### config.mk
export PLATFORM = sky130hd
export DESIGN_NAME = pleb_top
export DESIGN_NICKNAME = d
export VERILOG_FILES = /design/src/core/pleb_pkg.sv /design/src/core/pleb_sync.sv /design/src/core/pleb_top.sv
export SDC_FILE = /design/constraint.sdc
export NUM_CORES = 1
export LEC_CHECK = 0
export BUFFER_PORTS_ARGS = -buffer_cell sky130_fd_sc_hd__buf_4
export CELL_PAD_IN_SITES_DETAIL_PLACEMENT = 1
export CELL_PAD_IN_SITES_GLOBAL_PLACEMENT = 1
export CORE_MARGIN = 4
export CORE_UTILIZATION = 36
export CTS_CLUSTER_DIAMETER = 200
export DETAILED_ROUTE_END_ITERATION = 8
export PLACE_DENSITY = 0.75
export SLEW_MARGIN = 20
export SYNTH_ARGS = -nofsm -noshare
export SYNTH_HDL_FRONTEND = slang
export SYNTH_HIERARCHICAL = 1
export SYNTH_SLANG_ARGS = --single-unit
### constraint.sdc
create_clock -name clk_i -period 2.24 [get_ports clk_i]
set_clock_uncertainty 0.2 [all_clocks]
set_input_delay 0.224 -clock clk_i [delete_from_list [all_inputs] [get_ports clk_i]]
set_output_delay 0.224 -clock clk_i [all_outputs]
set_load 0.01 [all_outputs]
### src/core/pleb_pkg.sv
package pleb_pkg;
    // Register byte addresses
    localparam logic [3:0] PLEB_CTRL_ADDR = 4'h0;
    localparam logic [3:0] PLEB_DELAY_ADDR = 4'h4;
    localparam logic [3:0] PLEB_AUX_ADDR = 4'h8;
    localparam logic [3:0] PLEB_STAT_ADDR = 4'hC;
    // Control field positions
    localparam int PLEB_HRISE_BIT = 15;
    localparam int PLEB_HFALL_BIT = 14;
    localparam int PLEB_LRISE_BIT = 13;
    localparam int PLEB_LFALL_BIT = 12;
    localparam int PLEB_FLTEN_BIT = 11;
    localparam int PLEB_CLEN_BIT = 10;
    localparam int PLEB_SELH_BIT = 5;
    localparam int PLEB_SELL_BIT = 4;
    localparam int PLEB_HH_BIT = 3;
    localparam int PLEB_HL_BIT = 2;
    localparam int PLEB_LH_BIT = 1;
    localparam int PLEB_LL_BIT = 0;
    // Writable control bits; 9..6 unimplemented
    localparam logic [15:0] PLEB_CTRL_MASK = 16'hFC3F;
    localparam logic [15:0] PLEB_CTRL_RESET = 16'h0000;
    localparam int PLEB_DELAY_W = 12;
    localparam logic [11:0] PLEB_DELAY_RESET = 12'h000;
    localparam int PLEB_SEL_W = 4;
    localparam logic [3:0] PLEB_SEL_RESET = 4'h0;
    localparam int PLEB_SYNC_STAGES = 2;

    typedef struct packed {
        logic high_side_output;
        logic low_side_output;
    } pleb_pwm_t;

    typedef struct packed {
        logic fault;
        logic current_limit;
    } pleb_prot_t;
endpackage

### src/core/pleb_sync.sv
`timescale 1ns/1ns
module pleb_sync #(
    parameter int WIDTH = 1
) (
    input wire logic clk_i,
    input wire logic rst_i,
    input wire logic [WIDTH-1:0] d_i,
    output logic [WIDTH-1:0] q_o
);
    logic [WIDTH-1:0] meta_reg;

    // First stage read only by the second
    always_ff @(posedge clk_i) begin
        if (rst_i) begin
            meta_reg <= '0;
            q_o <= '0;
        end else begin
            meta_reg <= d_i;
            q_o <= meta_reg;
        end
    end
endmodule

### src/core/pleb_top.sv
`timescale 1ns/1ns
module pleb_top #(
    parameter int DELAY_W = pleb_pkg::PLEB_DELAY_W,
    parameter int NSRC = 16
) (
    input wire logic clk_i,
    input wire logic rst_i,
    input wire logic wb_cyc_i,
    input wire logic wb_stb_i,
    input wire logic wb_we_i,
    input wire logic [3:0] wb_adr_i,
    input wire logic [3:0] wb_sel_i,
    input wire logic [31:0] wb_dat_i,
    output logic [31:0] wb_dat_o,
    output logic wb_ack_o,
    input wire pleb_pkg::pleb_pwm_t pwm_i,
    input wire logic [NSRC-1:0] blank_src_i,
    input wire pleb_pkg::pleb_prot_t prot_i,
    output pleb_pkg::pleb_prot_t prot_o
);
    import pleb_pkg::*;

    // Duration is carried in one 16-bit register word
    if (DELAY_W < 1 || DELAY_W > 16) begin : g_bad_delay_w
        $error("DELAY_W out of range");
    end
    if (NSRC < 1 || NSRC > 16) begin : g_bad_nsrc
        $error("NSRC out of range");
    end

    logic [15:0] ctrl_reg;
    logic [DELAY_W-1:0] delay_reg;
    logic [PLEB_SEL_W-1:0] sel_reg;
    logic [DELAY_W-1:0] count_reg;
    logic [DELAY_W-1:0] count_next;
    pleb_pwm_t pwm_s;
    pleb_prot_t prot_s;
    logic [NSRC-1:0] src_s;
    pleb_pwm_t pwm_prev_reg;
    logic trig;
    logic window;
    logic sel_sig;
    logic state_blank;
    logic wb_req;
    logic [31:0] rd_data;

    // Outside signals are asynchronous to this clock
    pleb_sync #(.WIDTH(2)) u_sync_pwm (
        .clk_i(clk_i),
        .rst_i(rst_i),
        .d_i(pwm_i),
        .q_o(pwm_s)
    );
    pleb_sync #(.WIDTH(2)) u_sync_prot (
        .clk_i(clk_i),
        .rst_i(rst_i),
        .d_i(prot_i),
        .q_o(prot_s)
    );
    pleb_sync #(.WIDTH(NSRC)) u_sync_src (
        .clk_i(clk_i),
        .rst_i(rst_i),
        .d_i(blank_src_i),
        .q_o(src_s)
    );

    function automatic logic [15:0] merge16(input logic [15:0] old, input logic [31:0] wd,
                                            input logic [3:0] sel);
        logic [15:0] r;
        r = old;
        if (sel[0]) r[7:0] = wd[7:0];
        if (sel[1]) r[15:8] = wd[15:8];
        return r;
    endfunction

    // Bus slave: ack one cycle after request, dropped the next
    assign wb_req = wb_cyc_i && wb_stb_i && !wb_ack_o;

    always_ff @(posedge clk_i) begin
        if (rst_i) begin
            wb_ack_o <= 1'b0;
        end else begin
            wb_ack_o <= wb_req;
        end
    end

    always_ff @(posedge clk_i) begin
        if (rst_i) begin
            ctrl_reg <= PLEB_CTRL_RESET;
        end else if (wb_req && wb_we_i && wb_adr_i == PLEB_CTRL_ADDR) begin
            ctrl_reg <= merge16(ctrl_reg, wb_dat_i, wb_sel_i) & PLEB_CTRL_MASK;
        end
    end

    always_ff @(posedge clk_i) begin
        if (rst_i) begin
            delay_reg <= DELAY_W'(PLEB_DELAY_RESET);
        end else if (wb_req && wb_we_i && wb_adr_i == PLEB_DELAY_ADDR) begin
            delay_reg <= DELAY_W'(merge16(16'(delay_reg), wb_dat_i, wb_sel_i));
        end
    end

    always_ff @(posedge clk_i) begin
        if (rst_i) begin
            sel_reg <= PLEB_SEL_RESET;
        end else if (wb_req && wb_we_i && wb_adr_i == PLEB_AUX_ADDR && wb_sel_i[0]) begin
            sel_reg <= wb_dat_i[PLEB_SEL_W-1:0];
        end
    end

    always_comb begin
        case (wb_adr_i)
            PLEB_CTRL_ADDR: rd_data = {16'h0000, ctrl_reg};
            PLEB_DELAY_ADDR: rd_data = {16'h0000, 16'(delay_reg)};
            PLEB_AUX_ADDR: rd_data = {28'h0000000, sel_reg};
            PLEB_STAT_ADDR: rd_data = {16'h0000, 16'(count_reg)};
            default: rd_data = 32'h00000000;
        endcase
    end

    always_ff @(posedge clk_i) begin
        if (rst_i) begin
            wb_dat_o <= 32'h00000000;
        end else if (wb_req && !wb_we_i) begin
            wb_dat_o <= rd_data;
        end
    end

    always_ff @(posedge clk_i) begin
        if (rst_i) begin
            pwm_prev_reg <= '0;
        end else begin
            pwm_prev_reg <= pwm_s;
        end
    end

    // Edge detection on synchronised outputs
    assign trig = (ctrl_reg[PLEB_HRISE_BIT] && pwm_s.high_side_output
                   && !pwm_prev_reg.high_side_output)
        || (ctrl_reg[PLEB_HFALL_BIT] && !pwm_s.high_side_output
            && pwm_prev_reg.high_side_output)
        || (ctrl_reg[PLEB_LRISE_BIT] && pwm_s.low_side_output
            && !pwm_prev_reg.low_side_output)
        || (ctrl_reg[PLEB_LFALL_BIT] && !pwm_s.low_side_output
            && pwm_prev_reg.low_side_output);

    // Retrigger reloads the full duration
    always_comb begin
        if (trig) begin
            count_next = delay_reg;
        end else if (count_reg != '0) begin
            count_next = count_reg - DELAY_W'(1);
        end else begin
            count_next = count_reg;
        end
    end

    always_ff @(posedge clk_i) begin
        if (rst_i) begin
            count_reg <= '0;
        end else begin
            count_reg <= count_next;
        end
    end

    assign window = (count_reg != '0);

    // Unused select codes read as a low signal
    assign sel_sig = (32'(sel_reg) < NSRC) ? src_s[sel_reg] : 1'b0;

    assign state_blank = (ctrl_reg[PLEB_SELH_BIT] && sel_sig)
        || (ctrl_reg[PLEB_SELL_BIT] && !sel_sig)
        || (ctrl_reg[PLEB_HH_BIT] && pwm_s.high_side_output)
        || (ctrl_reg[PLEB_HL_BIT] && !pwm_s.high_side_output)
        || (ctrl_reg[PLEB_LH_BIT] && pwm_s.low_side_output)
        || (ctrl_reg[PLEB_LL_BIT] && !pwm_s.low_side_output);

    // Gated outputs registered; one cycle behind the masks
    always_ff @(posedge clk_i) begin
        if (rst_i) begin
            prot_o <= '0;
        end else begin
            prot_o.fault <= prot_s.fault && !state_blank
                && !(window && ctrl_reg[PLEB_FLTEN_BIT]);
            prot_o.current_limit <= prot_s.current_limit && !state_blank
                && !(window && ctrl_reg[PLEB_CLEN_BIT]);
        end
    end
endmodule

======== Word-level counts from Yosys, hierarchy flattened ========
Cells that the tools add are included.
operators by class
  add/subtract/negate cells ............... 1
  $lt $le $gt $ge ......................... 1
  eq/ne operators ......................... 3
  mux-type cells .......................... 5
  reductions and logical operators ........ 53
operators with widths
  operator                                                              count
  16-bit case mux with 4 select lines                                   1
  1-bit logical AND                                                     28
  12-bit two-way mux                                                    2
  12-bit nonzero test                                                   1
  12-bit by 1-bit subtractor with 12-bit output, second input constant  1
  1-bit zero test                                                       10
  4-bit == test, second input constant                                  2
  1-bit logical OR                                                      8
  2-bit AND reduction                                                   4
  4-bit by 5-bit < comparator with 1-bit output, second input constant  1
  1-bit binary-select mux with 4-bit select                             1
  4-bit by 3-bit == test with 1-bit output, second input constant       1
  4-bit zero test                                                       1
  2-bit nonzero test                                                    1
  1-bit two-way mux                                                     1
storage, ports and cells
  register bits after elaboration ......... 117

======== Depth between registers and ports, before layout ========
  depth after elaboration ................. 12
  depth in mapped cells ................... 7
  mapped depth without buffers ............ 6

======== Cells and area by module ========
Netlist, hierarchy kept.
modules (own cells, without submodules)
  module                       instances  cells each  area an instance (um^2)
  pleb_top                     1          343         2919.0
  pleb_sync (u_sync_src)       1          67          863.3
  pleb_sync (u_sync_prot ...)  2          8           105.1

======== Worst setup path after synthesis ========
OpenSTA, ideal clock, no wires.
  kind .................................... register -> register
  start ................................... register sel_reg[1]
  end ..................................... register prot_o[0] (netlist name)
  arrival ................................. 1987 ps
  data required time ...................... 1954 ps
  setup slack ............................. -33 ps
  stages on the path, launching flop included .. 7
  buffers on the path ..................... 1
  period minus slack after synthesis ...... 2273 ps
  cells stage by stage .................... dfxtp_1 -> clkbuf_1 -> mux4_2 -> mux4_2 -> mux2i_1 -> nand3_1 -> a211oi_1
between the ends
  longest elaborated chain between the ends .. 12
RTL lines
  item                                           line             source
  start: declaration                             pleb_top.sv:33   logic [PLEB_SEL_W-1:0] sel_reg;
  start signal: assignment                       pleb_top.sv:107  sel_reg <= wb_dat_i[PLEB_SEL_W-1:0];
  1-bit binary-select mux with 4-bit select (*)  pleb_top.sv:169  assign sel_sig = (32'(sel_reg) < NSRC) ? src_s[sel_reg] : 1'b0;
  1-bit two-way mux (not written as such) (*)    pleb_top.sv:169
  1-bit zero test                                pleb_top.sv:172  || (ctrl_reg[PLEB_SELL_BIT] && !sel_sig)
  1-bit logical AND                              pleb_top.sv:172
  1-bit logical OR (*)                           pleb_top.sv:172
  1-bit logical OR (*)                           pleb_top.sv:173  || (ctrl_reg[PLEB_HH_BIT] && pwm_s.high_side_output)
  1-bit logical OR (*)                           pleb_top.sv:174  || (ctrl_reg[PLEB_HL_BIT] && !pwm_s.high_side_output)
  1-bit logical OR (*)                           pleb_top.sv:175  || (ctrl_reg[PLEB_LH_BIT] && pwm_s.low_side_output)
  1-bit logical OR (*)                           pleb_top.sv:176  || (ctrl_reg[PLEB_LL_BIT] && !pwm_s.low_side_output);
  1-bit zero test (*)                            pleb_top.sv:185  prot_o.current_limit <= prot_s.current_limit && !state_blank
  1-bit logical AND (*)                          pleb_top.sv:185
  1-bit logical AND (*)                          pleb_top.sv:186  && !(window && ctrl_reg[PLEB_CLEN_BIT]);
  end: declaration                               pleb_top.sv:19   output pleb_pkg::pleb_prot_t prot_o
Mark *: on every way between the ends. The rest lies on a longest branch, timed or not. The select of a mux whose other input is x is not followed.
A chain may end at the register's enable or synchronous reset.

======== Worst setup path in the final report ========
  start ................................... register sel_reg[1]
  end ..................................... register prot_o[1] (netlist name)
between the ends
  longest elaborated chain between the ends .. 12
RTL lines
  item                                           line             source
  1-bit binary-select mux with 4-bit select (*)  pleb_top.sv:169
  1-bit two-way mux (not written as such) (*)    pleb_top.sv:169
  1-bit zero test                                pleb_top.sv:172
  1-bit logical AND                              pleb_top.sv:172
  1-bit logical OR (*)                           pleb_top.sv:172
  1-bit logical OR (*)                           pleb_top.sv:173
  1-bit logical OR (*)                           pleb_top.sv:174
  1-bit logical OR (*)                           pleb_top.sv:175
  1-bit logical OR (*)                           pleb_top.sv:176
  1-bit zero test (*)                            pleb_top.sv:183  prot_o.fault <= prot_s.fault && !state_blank
  1-bit logical AND (*)                          pleb_top.sv:183
  1-bit logical AND (*)                          pleb_top.sv:184  && !(window && ctrl_reg[PLEB_FLTEN_BIT]);
Marked as above.

==> flow_summary.toml <==
[placement]
place_congestion = 0.817
placed_cells = 628
portBuffers = 65
dpl.hpwl_mm = 7.66
placed_area_um2 = 4670
pre_cts_ws_ns = -0.116

[cts]
cts_inserted_buffers = 9
ctsRootBufferMaster = "clkbuf_8"
clk_pin_slew_ns = 0.11
cts.sinks = 101
cts_tree = "done"
clock_path_buffers = 2
htreeDepth = 3
clk_latency_ns = 0.37

[critical_path]
critPathArrivalTime_ns = 2.29
critPathRequiredTime_ns = 2.33
worstPathMaxFanout = 5
end_kind = "flop"
cp-start-kind = "flop"
criticalPathCategory = "reg -> reg"

[sta]
hold_violations = 0
setup_violations = 0
fin_tns_setup_ns = 0
rsz0062_at_grt = "true"
fmax_mhz = 455
tightestPinTransition_ns = 0.790
finalMaxSlewViolations = 0
relSlewSlack_pct = 47.3
min_period_ns = 2.20
worst_slack_ns = 0.0446
timing.final.crit_share_pct = 98.0

[logic_synthesis]
netlist_area_um2 = 3990
synthDistinctLibCells = 39
ys_warn_count = 6
synth.avg_cell_area_um2 = 9.37
ys_ff_latch = 101
netlist_instances = 426
ys.flop_type = "dfxtp_1"
async_flop_share_pct = 0
synth_seq_area_share_pct = 50.6
synth_edf_count = 0

[grt]
grt_util_all_layers_pct = 17.7
grt_max_degree = 80
overflow = 0
grt_pass1_wl_mm = 18.0
antenna_found_initial = 0
first_global_vias = 3633

[die]
initial_core_util_pct = 36.8
dieArea_um2 = 12800
core_area_um2 = 10800
io_pins = 100
die_w_um = 113
rows = 38
fp.dieH_um = 113

[routing]
drt_iter0_drc = 152
vias_per_cell = 4.94
drc = 0
drt_pass1_iterations = 4
vias = 3362
detail_route.wirelength_mm = 11.1
wire_per_inst_um = 16.3
antenna_left = 0

[status]
status = "complete, no violations"

[finish]
drive_gt1_share_pct = 23.5
nFillCells = 1269
final_area_um2 = 5290
utilization_pct = 48.8
fin_nets = 602
n_antenna_cell = 0
instances_no_fill = 680
syn_to_final_growth_pct = 32.4

[min_path]
hold_class = "in -> reg"

[power]
ir_drop_uv = 372
p_leak_nw = 2.16
powerDensity_nw_per_um2 = 828

[flow_run]
maxCapViolCount = 0
worst paths after layout:
| kind | cells after the start | from | endpoint | slack (ns) |
|---|---|---|---|---|
| setup / recovery | 5 | sel_reg[1] | prot_o[1] | 0.04 |
| hold / removal | 4 | wb_we_i | wb_dat_o[14] | 0.02 |
| setup reg to reg | 5 | sel_reg[1] | prot_o[1] | 0.04 |
| hold reg to reg | 2 | u_sync_prot/q_o[0] | prot_o[0] | 0.24 |
report_power, final:
| group | switching [mW] | internal, mW |
|---|---|---|
| Clock | 0.719 | 0.452 |
| Sequential | 0.109 | 1.92 |
| Combinational | 0.583 | 0.596 |
Yosys cell counts (all sizes together), types with 8 or more instances:
| library cell | number | area share, % |
|---|---|---|
| nor2b | 45 | 7.1 |
| a21oi | 43 | 5.4 |
| mux2i | 17 | 4.3 |
| clkbuf | 21 | 2.0 |
| buf | 19 | 3.6 |
| dfxtp | 101 | 51 |
| nand3 | 23 | 2.9 |
| o21ai | 10 | 1.3 |
| a211oi | 8 | 1.5 |
| nand2 | 28 | 2.6 |
| nor2 | 47 | 4.4 |
| a22oi | 8 | 1.5 |
per-layer routing:
| layer | up-vias | global-route usage, % | share of wire, % |
|---|---|---|---|
| li1 | 1665 | - | - |
| met1 | 1598 | 20.4 | 41 |
| met2 | 75 | 31.8 | 53 |
| met3 | 24 | 3.10 | 3.5 |
| met4 | 0 | 8.25 | 2.9 |
| met5 | - | 0 | 0 |
cell type report:
type | instances | area, um2 | area share, %
multi-input combinational | 296 | 1840 | 34.9
clock inverter | 7 | 83.8 | 1.59
clock buffer | 9 | 124 | 2.34
sequential | 101 | 2030 | 38.4
tap | 140 | 175 | 3.31
timing repair buffer | 123 | 1020 | 19.2
inverter | 4 | 15.0 | 0.284
worst max-delay path: stages, from the launching register on:
cell,delay (ns)
dfxtp_4,0.41
mux4_2,0.51
mux4_2,0.49
mux2i_1,0.16
nand3_1,0.15
a211oi_2,0.19
metrics by stage:
step / hold WS, ns / total power, mW
2_1_floorplan: 0.0956 / 2.68
3_3_place_gp: 0.208 / 3.04
3_5_place_dp: 0.208 / 3.09
4_1_cts: 0.00321 / 4.32
5_1_grt: 0.0283 / 4.63
6_report: 0.0183 / 4.38
repair_timing:
action,CTS,global route
hold endpoints to repair,48,0
pin swaps,2,4
gates resized for setup,4,10
hold buffers,36,0
buffers inserted,0,0
setup endpoints to repair,3,8
cell usage in the layout (no fill, tap or decap), types with 3 or more instances in the layout:
cell           netlist  final
mux2i_1             17     17
nor2_1              47     47
nor3_1               5      3
a222oi_1             4      4
nand2_1             28     28
mux4_2               5      5
dfxtp_1            101     98
nand3_1             23     23
a22oi_1              8      8
a21oi_1             43     42
clkbuf_8             0      9
a211oi_1             8      6
buf_4               19     86
o21ai_0             10     10
mux2_2               4      4
a311oi_1             3      3
conb_1               1     16
nand3b_1             3      3
inv_8                0      3
inv_1                4      4
nor2b_1             45     45
dlygate4sd3_1        0     36
cell families (layout without fill, tap and decap cells):
group	after synthesis	in the layout	share of synthesized area, %
buffers and inverters	44	143	5.92
adders and majority gates	2	2	0.627
AOI/OAI and AO/OA	78	78	11.7
xor gates and xnor gates	4	4	0.878
and+or+nand+nor	170	170	21.9
DFF	101	101	50.6
other	1	16	0.0939
muxes	26	26	8.21
(Power assumes the default switching activity.)
